`config.mk`:
```
export PLATFORM = sky130hd
export DESIGN_NAME = cls_match
export DESIGN_NICKNAME = d
export VERILOG_FILES = /design/src/cls_pkg.sv /design/src/cls_match.sv
export SDC_FILE = /design/constraint.sdc
export NUM_CORES = 2
export LEC_CHECK = 0
export BUFFER_PORTS_ARGS = -buffer_cell sky130_fd_sc_hd__buf_2
export CORE_MARGIN = 3
export CORE_UTILIZATION = 55
export CTS_CLUSTER_DIAMETER = 30
export DETAILED_ROUTE_END_ITERATION = 10
export GPL_TIMING_DRIVEN = 1
export PLACE_DENSITY = 0.73
export SETUP_SLACK_MARGIN = 0.4
export SYNTH_ARGS = -nofsm -noshare
export SYNTH_HDL_FRONTEND = slang
export SYNTH_SLANG_ARGS = --single-unit
```
`constraint.sdc`:
```
create_clock -name clk_sys_in -period 28.6 [get_ports clk_sys_in]
set_clock_uncertainty 0.2 [all_clocks]
set_input_delay 2.86 -clock clk_sys_in [delete_from_list [all_inputs] [get_ports clk_sys_in]]
set_output_delay 2.86 -clock clk_sys_in [all_outputs]
set_load 0.03 [all_outputs]
```
`src/cls_pkg.sv`:
```
// Constants and types of the packet classifier match block.
package cls_pkg;

  // ---------------------------------------------------------------
  // Register map
  // ---------------------------------------------------------------
  localparam logic [7:0] OFS_SEL = 8'h00;
  localparam logic [7:0] OFS_TOS = 8'h04;
  localparam logic [7:0] OFS_PROTO = 8'h08;
  localparam logic [7:0] OFS_SRC = 8'h0c;
  localparam logic [7:0] OFS_SMASK = 8'h10;
  localparam logic [7:0] OFS_DST = 8'h14;
  localparam logic [7:0] OFS_DMASK = 8'h18;
  localparam logic [7:0] OFS_SPORT = 8'h1c;
  localparam logic [7:0] OFS_DPORT = 8'h20;
  localparam logic [7:0] OFS_FLOWID = 8'h24;
  localparam logic [7:0] OFS_GEN = 8'h28;
  localparam logic [7:0] OFS_ENCLEN = 8'h2c;
  localparam logic [7:0] OFS_CMD = 8'h30;
  localparam logic [7:0] OFS_FLOWACT = 8'h34;
  localparam logic [7:0] OFS_ERR = 8'h38;
  localparam logic [7:0] OFS_STAT = 8'h3c;

  // ---------------------------------------------------------------
  // Field positions
  // ---------------------------------------------------------------
  localparam int unsigned GEN_STATE_LSB = 8;
  localparam int unsigned GEN_ACT_LSB = 16;
  localparam int unsigned GEN_PRIO_P = 24;
  localparam int unsigned GEN_STATE_P = 25;
  localparam int unsigned GEN_SRC_P = 26;
  localparam int unsigned GEN_SMASK_P = 27;
  localparam int unsigned GEN_DST_P = 28;
  localparam int unsigned GEN_DMASK_P = 29;
  localparam int unsigned GEN_DYN = 30;
  localparam int unsigned GEN_FID_P = 31;
  localparam int unsigned TOS_HI_LSB = 8;
  localparam int unsigned TOS_MASK_LSB = 16;
  localparam int unsigned TOS_P = 24;
  localparam int unsigned PROTO_P = 16;
  localparam int unsigned PORT_HI_LSB = 16;
  localparam int unsigned ENC_KNOWN = 16;
  localparam int unsigned STAT_IPOK = 1;
  localparam int unsigned STAT_MSG_LSB = 8;
  localparam int unsigned STAT_VAL_LSB = 16;

  // ---------------------------------------------------------------
  // Values and defaults
  // ---------------------------------------------------------------
  localparam logic [7:0] PRIO_CFG_DEF = 8'h00;
  localparam logic [7:0] PRIO_DYN_MIN = 8'h40;
  localparam logic [7:0] PRIO_DYN_MAX = 8'hbf;
  localparam logic [7:0] STATE_ACTIVE = 8'h01;
  localparam logic [31:0] MASK_ALL = 32'hffffffff;
  localparam logic [15:0] PORT_LO_DEF = 16'h0000;
  localparam logic [15:0] PORT_HI_DEF = 16'hffff;
  localparam logic [7:0] ACT_ADD = 8'h00;
  localparam logic [7:0] ACT_REPLACE = 8'h01;
  localparam logic [7:0] ACT_DELETE = 8'h02;
  localparam logic [15:0] PROTO_ANY = 16'h0100;
  localparam logic [15:0] PROTO_L4 = 16'h0101;
  localparam logic [7:0] PROTO_TCP = 8'h06;
  localparam logic [7:0] PROTO_UDP = 8'h11;
  localparam logic [15:0] ENC_LEN_LIMIT = 16'h0100;
  localparam logic [7:0] SUB_FID = 8'h04;
  localparam logic [7:0] SUB_PRIO = 8'h05;
  localparam logic [7:0] SUB_STATE = 8'h06;
  localparam logic [7:0] SUB_ACT = 8'h07;
  localparam logic [7:0] SUB_IP = 8'h09;
  localparam logic [7:0] SUB_IP_PROTO = 8'h02;
  localparam logic [3:0] PLEN_ONE = 4'h1;
  localparam logic [3:0] PLEN_TWO = 4'h2;
  localparam logic [7:0] CONF_REJECT = 8'h01;
  localparam logic [7:0] CONF_BAD_PARAM = 8'h02;

  // ---------------------------------------------------------------
  // Types
  // ---------------------------------------------------------------
  typedef struct packed {
    logic valid;
    logic active;
    logic [7:0] prio;
    logic tos_en;
    logic [7:0] tos_lo;
    logic [7:0] tos_hi;
    logic [7:0] tos_mask;
    logic proto_en;
    logic [15:0] proto;
    logic src_en;
    logic [31:0] src;
    logic [31:0] smask;
    logic dst_en;
    logic [31:0] dst;
    logic [31:0] dmask;
    logic [15:0] sp_lo;
    logic [15:0] sp_hi;
    logic [15:0] dp_lo;
    logic [15:0] dp_hi;
    logic [31:0] flow_id;
  } cls_entry_t;

  typedef struct packed {
    logic valid;
    logic [7:0] service_byte;
    logic [7:0] proto;
    logic [31:0] src;
    logic [31:0] dst;
    logic [15:0] sport;
    logic [15:0] dport;
  } cls_pkt_t;

  typedef struct packed {
    logic [7:0] code;
    logic [3:0] plen;
    logic [7:0] sub2;
    logic [7:0] sub1;
  } cls_err_t;

endpackage : cls_pkg

```
`src/cls_match.sv`:
```
// Packet classifier table, commit checks, error encoding and match logic.
// Behaviour
// RULE_01: Flow identifier is 32-bit nonzero; present only where the flow is known.
// RULE_02: Higher one-octet priority wins; configured entries default to priority 0.
// RULE_03: Dynamic entries carry priority 64 to 191; omitted priority means 64.
// RULE_04: Activation state 0 is inactive, 1 active; missing state means active.
// RULE_05: An entry is used only when it and its flow are both active.
// RULE_06: Change action code 0 adds, 1 replaces, 2 deletes the entry.
// RULE_07: A failed request yields an error encoding with parameter and code.
// RULE_08: Errors only for rejected entries; none when the request succeeds.
// RULE_09: While an error encoding stands, no IP match encodings are reported.
// RULE_10: The requester never sends an error encoding inside a request.
// RULE_11: One errored parameter: length one names a subtype, two a pair.
// RULE_12: Exactly one error code, never the success value zero.
// RULE_13: At most one text item; its length counts the closing zero.
// RULE_14: Encodings of 256 bytes or more are malformed and rejected.
// RULE_15: Service byte ANDed with mask must lie within low and high.
// RULE_16: Protocol 256 matches all, 257 TCP or UDP, above 257 nothing.
// RULE_17: Masked source address must equal the configured source value.
// RULE_18: A missing source mask is taken as all ones.
// RULE_19: Masked destination must equal configured value; mask defaults to ones.
// RULE_20: TCP or UDP source port must be at least the low bound.
// RULE_21: TCP or UDP source port must be at most the high bound.
// RULE_22: TCP or UDP destination port must lie within its range.
// RULE_23: All present criteria must hold; highest priority matching entry wins.
//
// Implementation choices: the Avalon-MM register port and the placing of the registers.
`timescale 1ns/10ps
`default_nettype none

module cls_match #(
  parameter int unsigned NUM_ENTRIES = 4,
  parameter int unsigned MSG_CHARS = 0,
  parameter int unsigned IDX_W = (NUM_ENTRIES > 1) ? $clog2(NUM_ENTRIES) : 1
) (
  input wire logic clk_sys_in,
  input wire logic resetn_in,
  input wire logic [7:0] avs_address_in,
  input wire logic avs_read_in,
  input wire logic avs_write_in,
  input wire logic [31:0] avs_writedata_in,
  output logic [31:0] avs_readdata_out,
  output logic avs_waitrequest_out,
  input wire cls_pkg::cls_pkt_t pkt_in,
  output logic match_valid_out,
  output logic match_hit_out,
  output logic [IDX_W-1:0] match_index_out,
  output logic [7:0] match_prio_out
);
  import cls_pkg::*;

  // ---------------------------------------------------------------
  // Storage
  // ---------------------------------------------------------------
  cls_entry_t ent_q [NUM_ENTRIES];
  cls_entry_t stg_q;
  cls_entry_t new_w;
  cls_err_t err_q;
  cls_err_t err_d;
  logic [31:0] gen_q;
  logic [16:0] enclen_q;
  logic [IDX_W-1:0] sel_q;
  logic [NUM_ENTRIES-1:0] flow_act_q;
  logic err_present_q;
  logic ip_ok_q;
  logic wait_q;
  logic [31:0] rdata_q;
  logic [31:0] rd_mux;
  logic mv_q;
  logic mh_q;
  logic [IDX_W-1:0] mi_q;
  logic [7:0] mp_q;

  // Defaults that omitted fields fall back to.
  function automatic cls_entry_t cls_stg_def();
    cls_entry_t e;
    e = '0;
    e.tos_mask = 8'hff;
    e.smask = MASK_ALL; // see RULE_18
    e.dmask = MASK_ALL; // see RULE_19
    e.sp_lo = PORT_LO_DEF; // see RULE_20
    e.sp_hi = PORT_HI_DEF; // see RULE_21
    e.dp_lo = PORT_LO_DEF; // see RULE_22
    e.dp_hi = PORT_HI_DEF; // see RULE_22
    return e;
  endfunction : cls_stg_def

  // Packet test against one entry's present criteria.
  function automatic logic cls_hit(input cls_entry_t e, input cls_pkt_t p);
    logic l4;
    logic [7:0] tb;
    logic ok;
    l4 = (p.proto == PROTO_TCP) || (p.proto == PROTO_UDP);
    tb = p.service_byte & e.tos_mask;
    ok = !e.tos_en || ((tb >= e.tos_lo) && (tb <= e.tos_hi)); // see RULE_15
    if (e.proto_en) begin
      if (e.proto == PROTO_L4) begin
        ok = ok && l4; // see RULE_16
      end else if (e.proto < PROTO_ANY) begin
        ok = ok && (e.proto[7:0] == p.proto); // see RULE_16
      end
    end
    ok = ok && (!e.src_en || ((p.src & e.smask) == e.src)); // see RULE_17
    ok = ok && (!e.dst_en || ((p.dst & e.dmask) == e.dst)); // see RULE_19
    if (l4) begin
      ok = ok && (p.sport >= e.sp_lo); // see RULE_20
      ok = ok && (p.sport <= e.sp_hi); // see RULE_21
      ok = ok && (p.dport >= e.dp_lo) && (p.dport <= e.dp_hi); // see RULE_22
    end
    return ok;
  endfunction : cls_hit

  // ---------------------------------------------------------------
  // Bus decode
  // ---------------------------------------------------------------
  wire acc_w = (avs_read_in || avs_write_in) && !wait_q;
  wire wr_w = acc_w && avs_write_in;
  wire cmd_w = wr_w && (avs_address_in == OFS_CMD);

  // ---------------------------------------------------------------
  // Commit checks
  // ---------------------------------------------------------------
  wire [7:0] g_prio = gen_q[7:0];
  wire [7:0] g_state = gen_q[GEN_STATE_LSB +: 8];
  wire [7:0] g_act = gen_q[GEN_ACT_LSB +: 8];
  wire g_dyn = gen_q[GEN_DYN];
  wire g_fid_p = gen_q[GEN_FID_P];
  wire g_known = enclen_q[ENC_KNOWN];
  wire [7:0] prio_eff = gen_q[GEN_PRIO_P] ? g_prio :
                        (g_dyn ? PRIO_DYN_MIN : PRIO_CFG_DEF); // see RULE_02 RULE_03
  wire bad_len = enclen_q[15:0] >= ENC_LEN_LIMIT; // see RULE_14
  wire bad_act = g_dyn && (g_act > ACT_DELETE); // see RULE_06
  wire bad_fid = (g_known != g_fid_p) || (g_fid_p && (stg_q.flow_id == 32'h0)); // see RULE_01
  wire bad_prio = g_dyn && ((prio_eff < PRIO_DYN_MIN) || (prio_eff > PRIO_DYN_MAX)); // see RULE_03
  wire bad_state = gen_q[GEN_STATE_P] && (g_state > STATE_ACTIVE); // see RULE_04
  wire bad_proto = g_dyn && stg_q.proto_en && (stg_q.proto > PROTO_L4);
  wire bad_any = bad_len || bad_act || bad_fid || bad_prio || bad_state || bad_proto;
  wire do_del = g_dyn && (g_act == ACT_DELETE); // see RULE_06

  // Error encoding: one parameter, one nonzero code.
  always_comb begin
    err_d = '0;
    err_d.code = CONF_BAD_PARAM; // see RULE_12
    err_d.plen = PLEN_ONE; // see RULE_11
    if (bad_len) begin
      err_d.sub1 = SUB_IP;
      err_d.code = CONF_REJECT;
    end else if (bad_act) begin
      err_d.sub1 = SUB_ACT;
    end else if (bad_fid) begin
      err_d.sub1 = SUB_FID;
    end else if (bad_prio) begin
      err_d.sub1 = SUB_PRIO;
    end else if (bad_state) begin
      err_d.sub1 = SUB_STATE;
    end else begin
      err_d.plen = PLEN_TWO; // see RULE_11
      err_d.sub1 = SUB_IP;
      err_d.sub2 = SUB_IP_PROTO;
    end
  end

  // Staged fields turned into a table entry.
  always_comb begin
    new_w = stg_q;
    new_w.valid = 1'b1;
    new_w.prio = prio_eff;
    new_w.active = !gen_q[GEN_STATE_P] || (g_state == STATE_ACTIVE); // see RULE_04
    new_w.src_en = gen_q[GEN_SRC_P]; // see RULE_17
    new_w.smask = gen_q[GEN_SMASK_P] ? stg_q.smask : MASK_ALL; // see RULE_18
    new_w.dst_en = gen_q[GEN_DST_P];
    new_w.dmask = gen_q[GEN_DMASK_P] ? stg_q.dmask : MASK_ALL; // see RULE_19
  end

  // ---------------------------------------------------------------
  // Match
  // ---------------------------------------------------------------
  logic [NUM_ENTRIES-1:0] use_w;
  logic [NUM_ENTRIES-1:0] hit_w;
  logic [NUM_ENTRIES-1:0] vld_w;
  logic best_hit;
  logic [IDX_W-1:0] best_idx;
  logic [7:0] best_prio;

  for (genvar i = 0; i < NUM_ENTRIES; i++) begin : g_ent
    assign vld_w[i] = ent_q[i].valid;
    assign use_w[i] = ent_q[i].valid && ent_q[i].active && flow_act_q[i] &&
                      !(ent_q[i].proto_en && (ent_q[i].proto > PROTO_L4)); // see RULE_05 RULE_16
    assign hit_w[i] = use_w[i] && cls_hit(ent_q[i], pkt_in); // see RULE_23
  end

  // Highest priority wins; the lower index wins a tie.
  always_comb begin
    best_hit = 1'b0;
    best_idx = '0;
    best_prio = '0;
    for (int i = 0; i < NUM_ENTRIES; i++) begin
      if (hit_w[i] && (!best_hit || (ent_q[i].prio > best_prio))) begin // see RULE_02 RULE_23
        best_hit = 1'b1;
        best_idx = IDX_W'(i);
        best_prio = ent_q[i].prio;
      end
    end
  end

  // ---------------------------------------------------------------
  // Read mux
  // ---------------------------------------------------------------
  wire [7:0] msg_len = (MSG_CHARS == 0) ? 8'h00 : 8'(MSG_CHARS + 1); // see RULE_13
  wire [31:0] stat_w = {8'h00, 8'(vld_w), msg_len, 6'h00, ip_ok_q, err_present_q};

  always_comb begin
    case (avs_address_in)
      OFS_SEL: rd_mux = 32'(sel_q);
      OFS_FLOWID: rd_mux = stg_q.flow_id;
      OFS_GEN: rd_mux = gen_q;
      OFS_ENCLEN: rd_mux = 32'(enclen_q);
      OFS_FLOWACT: rd_mux = 32'(flow_act_q);
      OFS_ERR: rd_mux = 32'(err_q); // see RULE_07
      OFS_STAT: rd_mux = stat_w;
      default: rd_mux = 32'h00000000;
    endcase
  end

  // ---------------------------------------------------------------
  // Bus slave
  // ---------------------------------------------------------------
  always_ff @(posedge clk_sys_in) begin
    if (!resetn_in) begin
      wait_q <= 1'b1;
      rdata_q <= 32'h00000000;
    end else begin
      wait_q <= !((avs_read_in || avs_write_in) && wait_q);
      if (avs_read_in && wait_q) begin
        rdata_q <= rd_mux;
      end
    end
  end

  // ---------------------------------------------------------------
  // Staging and control registers
  // ---------------------------------------------------------------
  always_ff @(posedge clk_sys_in) begin
    if (!resetn_in) begin
      stg_q <= cls_stg_def();
      gen_q <= 32'h00000000;
      enclen_q <= '0;
      sel_q <= '0;
      flow_act_q <= '0;
    end else if (cmd_w) begin
      stg_q <= cls_stg_def();
      gen_q <= 32'h00000000;
    end else if (wr_w) begin
      case (avs_address_in)
        OFS_SEL: sel_q <= avs_writedata_in[IDX_W-1:0];
        OFS_TOS: begin
          stg_q.tos_lo <= avs_writedata_in[7:0];
          stg_q.tos_hi <= avs_writedata_in[TOS_HI_LSB +: 8];
          stg_q.tos_mask <= avs_writedata_in[TOS_MASK_LSB +: 8];
          stg_q.tos_en <= avs_writedata_in[TOS_P];
        end
        OFS_PROTO: begin
          stg_q.proto <= avs_writedata_in[15:0];
          stg_q.proto_en <= avs_writedata_in[PROTO_P];
        end
        OFS_SRC: stg_q.src <= avs_writedata_in;
        OFS_SMASK: stg_q.smask <= avs_writedata_in;
        OFS_DST: stg_q.dst <= avs_writedata_in;
        OFS_DMASK: stg_q.dmask <= avs_writedata_in;
        OFS_SPORT: begin
          stg_q.sp_lo <= avs_writedata_in[15:0];
          stg_q.sp_hi <= avs_writedata_in[PORT_HI_LSB +: 16];
        end
        OFS_DPORT: begin
          stg_q.dp_lo <= avs_writedata_in[15:0];
          stg_q.dp_hi <= avs_writedata_in[PORT_HI_LSB +: 16];
        end
        OFS_FLOWID: stg_q.flow_id <= avs_writedata_in;
        OFS_GEN: gen_q <= avs_writedata_in;
        OFS_ENCLEN: enclen_q <= avs_writedata_in[16:0];
        OFS_FLOWACT: flow_act_q <= avs_writedata_in[NUM_ENTRIES-1:0];
        default: ;
      endcase
    end
  end

  // ---------------------------------------------------------------
  // Table update and error state
  // ---------------------------------------------------------------
  always_ff @(posedge clk_sys_in) begin
    if (!resetn_in) begin
      for (int i = 0; i < NUM_ENTRIES; i++) begin
        ent_q[i] <= cls_stg_def();
      end
      err_q <= '0;
      err_present_q <= 1'b0;
      ip_ok_q <= 1'b1;
    end else if (cmd_w) begin
      if (bad_any) begin
        err_q <= err_d; // see RULE_07 RULE_08
        err_present_q <= 1'b1;
        ip_ok_q <= 1'b0; // see RULE_09
      end else begin
        err_q <= '0; // see RULE_08
        err_present_q <= 1'b0;
        ip_ok_q <= 1'b1;
        if (do_del) begin
          ent_q[sel_q].valid <= 1'b0; // see RULE_06
        end else begin
          ent_q[sel_q] <= new_w; // see RULE_06
        end
      end
    end
  end

  // ---------------------------------------------------------------
  // Match result
  // ---------------------------------------------------------------
  always_ff @(posedge clk_sys_in) begin
    if (!resetn_in) begin
      mv_q <= 1'b0;
      mh_q <= 1'b0;
      mi_q <= '0;
      mp_q <= 8'h00;
    end else begin
      mv_q <= pkt_in.valid;
      mh_q <= pkt_in.valid && best_hit;
      mi_q <= best_idx;
      mp_q <= best_prio;
    end
  end

  assign avs_readdata_out = rdata_q;
  assign avs_waitrequest_out = wait_q;
  assign match_valid_out = mv_q;
  assign match_hit_out = mh_q;
  assign match_index_out = mi_q;
  assign match_prio_out = mp_q;

  // ---------------------------------------------------------------
  // Checks
  // ---------------------------------------------------------------
  a_err_code_nonzero: assert property (@(posedge clk_sys_in) disable iff (!resetn_in) // see RULE_12
    err_present_q |-> (err_q.code != 8'h00))
    else $error("error encoding holds a zero code");

  a_err_param_len: assert property (@(posedge clk_sys_in) disable iff (!resetn_in) // see RULE_11
    err_present_q |-> ((err_q.plen == PLEN_ONE && err_q.sub2 == 8'h00) || err_q.plen == PLEN_TWO))
    else $error("errored parameter length is wrong");

  a_err_no_ip: assert property (@(posedge clk_sys_in) disable iff (!resetn_in) // see RULE_09
    err_present_q |-> !stat_w[STAT_IPOK])
    else $error("IP encodings reported beside an error");

  a_ok_clears_err: assert property (@(posedge clk_sys_in) disable iff (!resetn_in) // see RULE_08
    (cmd_w && !bad_any) |=> (!err_present_q && err_q == '0))
    else $error("error kept after a good request");

  a_long_rejected: assert property (@(posedge clk_sys_in) disable iff (!resetn_in) // see RULE_14
    (cmd_w && enclen_q[15:0] >= ENC_LEN_LIMIT) |=> (err_present_q && $stable(ent_q[sel_q])))
    else $error("malformed encoding accepted");

  a_dyn_prio_range: assert property (@(posedge clk_sys_in) disable iff (!resetn_in) // see RULE_03
    (cmd_w && g_dyn && gen_q[GEN_PRIO_P] && g_prio > PRIO_DYN_MAX) |=> err_present_q)
    else $error("dynamic priority above range accepted");

  a_delete_entry: assert property (@(posedge clk_sys_in) disable iff (!resetn_in) // see RULE_06
    (cmd_w && !bad_any && do_del) |=> !ent_q[$past(sel_q)].valid)
    else $error("delete left the entry valid");

  a_hit_usable: assert property (@(posedge clk_sys_in) disable iff (!resetn_in) // see RULE_05
    match_hit_out |-> $past(use_w[best_idx]) && $past(flow_act_q[best_idx]))
    else $error("hit on an unusable entry");

  a_hit_follows_pkt: assert property (@(posedge clk_sys_in) disable iff (!resetn_in) // see RULE_23
    (pkt_in.valid && best_hit) |=> (match_hit_out && match_prio_out == $past(best_prio)))
    else $error("matching packet not reported");

  a_fid_zero: assert property (@(posedge clk_sys_in) disable iff (!resetn_in) // see RULE_01
    (cmd_w && g_fid_p && stg_q.flow_id == 32'h0) |=> (err_present_q && err_q.sub1 != SUB_ACT))
    else $error("zero flow identifier accepted");

endmodule : cls_match

`default_nettype wire

```
== Yosys cells after proc, flatten, opt, wreduce, memory -nomap -nowiden ==
Memory sizes are Yosys's and may differ from the RTL's.
Cells that the tools add are included.
Storage, ports and cells
  flip-flop bits (word level): 396
  memory bits (writable): 1112
  bits of input ports: 157
  output and inout bits: 45
  logic and storage cells: 321
  memories: 1
Memories
  ent_q: words 4, bits a word 278, read ports 4, clocked after memory_dff 0, wr ports 4, RTL line cls_match.sv:55  | cls_entry_t ent_q [NUM_ENTRIES];
Cells by class
  $lt $le $gt $ge: 41
  eq/ne operators: 36
  mux-type cells: 61
  bitwise operators: 15
  reductions and logical operators: 136
Operator list (count)
  $mux W278: 1
  $reduce_or A278 Y1: 1
  $and A32 B32 Y32: 8
  $eq A32 B32 Y1: 8
  $pmux W32 S7: 1
  $ge A16 B16 Y1: 8
  $le A16 B16 Y1: 8
  $gt A16 B9 Y1 const B: 5
  $logic_and A1 B1 Y1: 72
  $eq A16 B9 Y1 const B: 4
  $eq A8 B6 Y1 const B: 8
  $lt A16 B9 Y1 const B: 4
  $mux W32: 2
  $eq A8 B5 Y1 const B: 5
  $mux W10: 4
  $mux W8: 5
  $mux W1: 35
  $and A8 B8 Y8: 4
  $eq A8 B8 Y1: 4
  $ge A8 B8 Y1: 4
  $le A8 B8 Y1: 4
  $logic_not A32 Y1: 1
  $mux W28: 1
  $logic_or A1 B1 Y1: 25
  22 further kinds: 67

== Logic depth before layout (Yosys ltp) ==
An unclocked memory read counts as a cell.
  depth in word-level cells: 31
  gate-level depth with buffers: 41
  mapped depth without buffers: 39

== Least setup slack after synthesis ==
Ideal clock, no wire load.
  path type: input port to flip-flop
  from: in avs_address_in[5]
  to: mem ent_q[0][100] in the netlist's numbering (enable)
  data arrival time: 22.048 ns
  required time: 27.174 ns
  slack: 5.126 ns
  stages on the path: 8
  buffers on the path: 2
  cells stage by stage: clkbuf_1 -> nand3_1 -> nor2_1 -> nand2_1 -> or3_1 -> clkbuf_1 -> o31ai_1 -> a21boi_0
RTL lines
  start: declaration: RTL line cls_match.sv:38  | input wire logic [7:0] avs_address_in,
  end: declaration: RTL line cls_match.sv:55

== Worst setup path after layout ==
  from: in pkt_in[46] in the netlist's numbering
  to: reg mp_q[5], in the netlist match_prio_out[5]
Between the ends
  cells in the longest elaborated chain, start to end: 23
Ends and longest elaborated chain
  start: declaration: RTL line cls_match.sv:44  | input wire cls_pkg::cls_pkt_t pkt_in,
  $and A32 B32 Y32: RTL line cls_match.sv:104  | ok = ok && (!e.dst_en || ((p.dst & e.dmask) == e.dst));
  $eq A32 B32 Y1: RTL line cls_match.sv:104
  $logic_or A1 B1 Y1: RTL line cls_match.sv:104
  $logic_and A1 B1 Y1: RTL line cls_match.sv:104
  $logic_and A1 B1 Y1: RTL line cls_match.sv:106  | ok = ok && (p.sport >= e.sp_lo);
  $logic_and A1 B1 Y1: RTL line cls_match.sv:107  | ok = ok && (p.sport <= e.sp_hi);
  $logic_and A1 B1 Y1 (2 in a row): RTL line cls_match.sv:108  | ok = ok && (p.dport >= e.dp_lo) && (p.dport <= e.dp_hi);
  $mux W1: RTL line cls_match.sv:105  | if (l4) begin
  [... 6 more ...]
  $gt A8 B8 Y1 or $logic_not A1 Y1 (tied branches): RTL line cls_match.sv:198  | if (hit_w[i] && (!best_hit || (ent_q[i].prio > best_prio))) begin
  $logic_or A1 B1 Y1: RTL line cls_match.sv:198
  $logic_and A1 B1 Y1: RTL line cls_match.sv:198
  $mux W8 or $mux W1 (tied branches): RTL line cls_match.sv:198
  $gt A8 B8 Y1 or $logic_not A1 Y1 (tied branches): RTL line cls_match.sv:198
  $logic_or A1 B1 Y1: RTL line cls_match.sv:198
  $logic_and A1 B1 Y1: RTL line cls_match.sv:198
  $mux W8 (*): RTL line cls_match.sv:198
  end signal: assignment: RTL line cls_match.sv:329  | mp_q <= best_prio;
  end: declaration: RTL line cls_match.sv:72  | logic [7:0] mp_q;
Every way passes the cells marked *; elsewhere a longest branch is shown, timed or not.
A chain may end at the register's enable or synchronous reset.

==> impl_metrics.toml <==
[power_and_ir_drop]
power.leakage_nw = 28.8
report.power.total_mw = 5.59
total_power_density_per_cell_area_mw_per_mm2 = 74.9
max-vdd-ir-drop_mv = 0.0529

[setup_path]
setup.worst_path.start_class = "input port"
crit_path_top_delay_cell = "nor4b_2"
required_ns = 29.13
crit_path_frequent_cell = "o21ai_0"
crit_arrival_ns = 11.99
endpoint_kind = "flip-flop"
worstPathMaxFanout = 16
timing_worst_setup_path_type = "input port to flip-flop"
crit_path_max_incr_delay_ns = 0.75

[clocking]
post_cts_resized = 0
count_of_h_tree_levels_built_during_cts = 5
clock_latency_ns = 0.88
max-clock-path-buffers = 4
ctsRootBufferMaster = "clkbuf_16"
cts.sinks = 1360
post-cts-setup-buffers = 0
hold_buffers = 0
cts_tree = "done"
cts_made_buffers = 285
cts.reportedPaths.clkPinSlew_ns = 0.04

[synthesis]
yosys.area.top_type = "edfxtp_1"
synth_warnings = 0
synth_async_sr_flop_share_pct = 0
synth_cell_types = 75
top_count_cell_post_synth = "nand2_1"
ys_top_cells_by_area = "edfxtp_1 (47%), dfxtp_1 (12%), nand2_1 (6.8%)"
synth_top_cell_area_share_pct = 47.0
synth_sequential_area_ratio_pct = 59.0
synth_area_mm2 = 0.0629
number_of_flops_mapped_to_enable_cells_by_yosys = 984
avgSynthCellArea_um2 = 10.4
postSynthRegisterBits = 1360
netlist_top_cells_count = "nand2_1 (1146), edfxtp_1 (984), nor2_1 (579)"
syn_nets = 6553
syn-instance-count = 6054
predominant_post_synthesis_flop_cell = "edfxtp_1"

[job]
max_cap_viol_count = 0

[global_route]
first_global_vias = 46600
global_route.usage.total_pct = 32.6
pin_count_of_the_biggest_net_entering_global_routing = 156
grt_antenna_before_repair = 34
globalRouteOverflowTotal = 0
grt_pass1_wl_mm = 286

[layout]
final_util_pct = 66.0
nets = 6820
area.growth.synth_to_final_pct = 18.7
final_layout_size_suffix_gt1_share_pct = 12.7

[floorplan]
dieArea_mm2 = 0.118
start_util_pct = 55.7
io_pins = 202
die_y_um = 344
rows = 123
floorplan.core_area_mm2 = 0.113
fp.dieW_um = 344

[timing]
timing_worst_slew_pin_value_ns = 1.17
report.final.hold_viol_count = 0
max_clock_freq_mhz = 87.2
fin_crit_sh_pct = 40.1
report.final.slew_viol_count = 0
report.final.setup_viol = 0
timing.setup.tns_ns = 0
setup_repair_after_global_routing_missed_its_margin = "no"
layout_min_cycle_time_ns = 11.46
max-slew-margin-rel_pct = 21.5

[detailed_routing]
detailed_router_iteration_count_before_antenna_repair = 8
via_per_inst = 5.89
vias = 47500
wl_per_cell_um = 24.2
finalWirelength_mm = 195
postRouteAntennaNets = 0
drt_drc_violations_left = 0
initialDrtViolationCount = 5555

[place]
globalplace.congestion = 0.922
port-buffer-count = 201
dp_hpwl_mm = 123

[run_status]
status = "completed"

[worst_hold_path]
min_path_type = "flip-flop to flip-flop"
cells in the final DEF (no fill, tap or decap), types with 66 or more instances in the layout:
cell / n
nor4_1: 74
nand3_1: 185
xnor2_1: 174
dfxtp_1: 376
o21ai_0: 73
nand4_1: 74
buf_2: 201
nand2b_1: 217
clkbuf_16: 293
edfxtp_1: 984
and3_1: 66
or2_2: 74
nor2_1: 575
a21o_1: 80
inv_1: 500
ha_1: 342
a21oi_1: 393
nand2_1: 1140
through the flow:
stage          setup slack (ns)  cell area [um2]  cells  hold slack (ns)
2_1_floorplan              5.13            62900   6054            0.222
3_3_place_gp              16.16            65200   7534            0.229
3_5_place_dp              16.25            65200   7534            0.234
4_1_cts                   17.11            74600   8032            0.241
5_1_grt                   16.49            74600   8039            0.264
6_report                  17.14            74600   8054            0.241
logic make-up (layout without fill, tap and decap cells):
family                     count (synthesis)  after routing  share of synthesized area [%]
and+or+nand+nor                         2565           2565                           18.5
DFF                                     1360           1360                           59.0
AOI/OAI and AO/OA                        810            810                           8.12
buffers and inverters                    780           1258                           4.88
adders and majority gates                342            342                           6.81
xor gates and xnor gates                 194            194                           2.70
muxes                                      3              3                         0.0478
other                                      0             22                              0
path summary, 6_finish.rpt:
kind / from / end / slack (ns) / cells past startpoint
setup / recovery: pkt_in[46] / match_prio_out[5]$_SDFF_PN0_ / 17.14 / 38
hold reg to reg: err_present_q$_SDFFE_PN0P_ / err_present_q$_SDFFE_PN0P_ / 0.24 / 2
hold / removal: err_present_q$_SDFFE_PN0P_ / err_present_q$_SDFFE_PN0P_ / 0.24 / 2
setup reg to reg: ent_q[0][118]$_SDFFCE_PN1P_ / match_prio_out[5]$_SDFF_PN0_ / 18.84 / 37
flip-flops by register name, indices dropped and copies added (netlist names), 4 cells and up:
register,count
avs_readdata_out,32
enclen_q,17
ent_q,984
err_q,8
flow_act_q,4
gen_q,32
match_prio_out,8
new_w,202
stg_q,64
power breakdown:
group          internal (mW)  switching [mW]  total [mW]  leakage, nW
registers               2.13          0.0106        2.15         11.4
logic                 0.0657           0.163       0.229         12.9
clock network           2.15            1.06        3.22         4.52
per-layer routing:
| layer | up-vias | global-route usage, % | wire [um] |
|---|---|---|---|
| li1 | 21400 | - | - |
| met1 | 22800 | 41.9 | 73000 |
| met2 | 2715 | 50.3 | 87900 |
| met3 | 548 | 9.26 | 23800 |
| met4 | 16 | 16.9 | 9900 |
| met5 | - | 0.368 | 151 |
layout make-up:
cell class,instances,area (um2)
clock inverters,156,1720
clock buffers,342,7680
fillers,8526,38400
repair buffers,256,1430
multi-input cells,3914,22900
well taps,1500,1880
inverters,504,1900
diodes,22,55.1
flip-flops and latches,1360,37100
worst max-delay path, delay by kind of cell:
kind / cells / cell delay (ns)
AOI/OAI and AO/OA: 18 / 4.62
adders and majority gates: 3 / 0.67
buffers and inverters: 2 / 0.16
and+or+nand+nor: 15 / 3.65
Note: power is estimated with default switching activity, not from simulation.
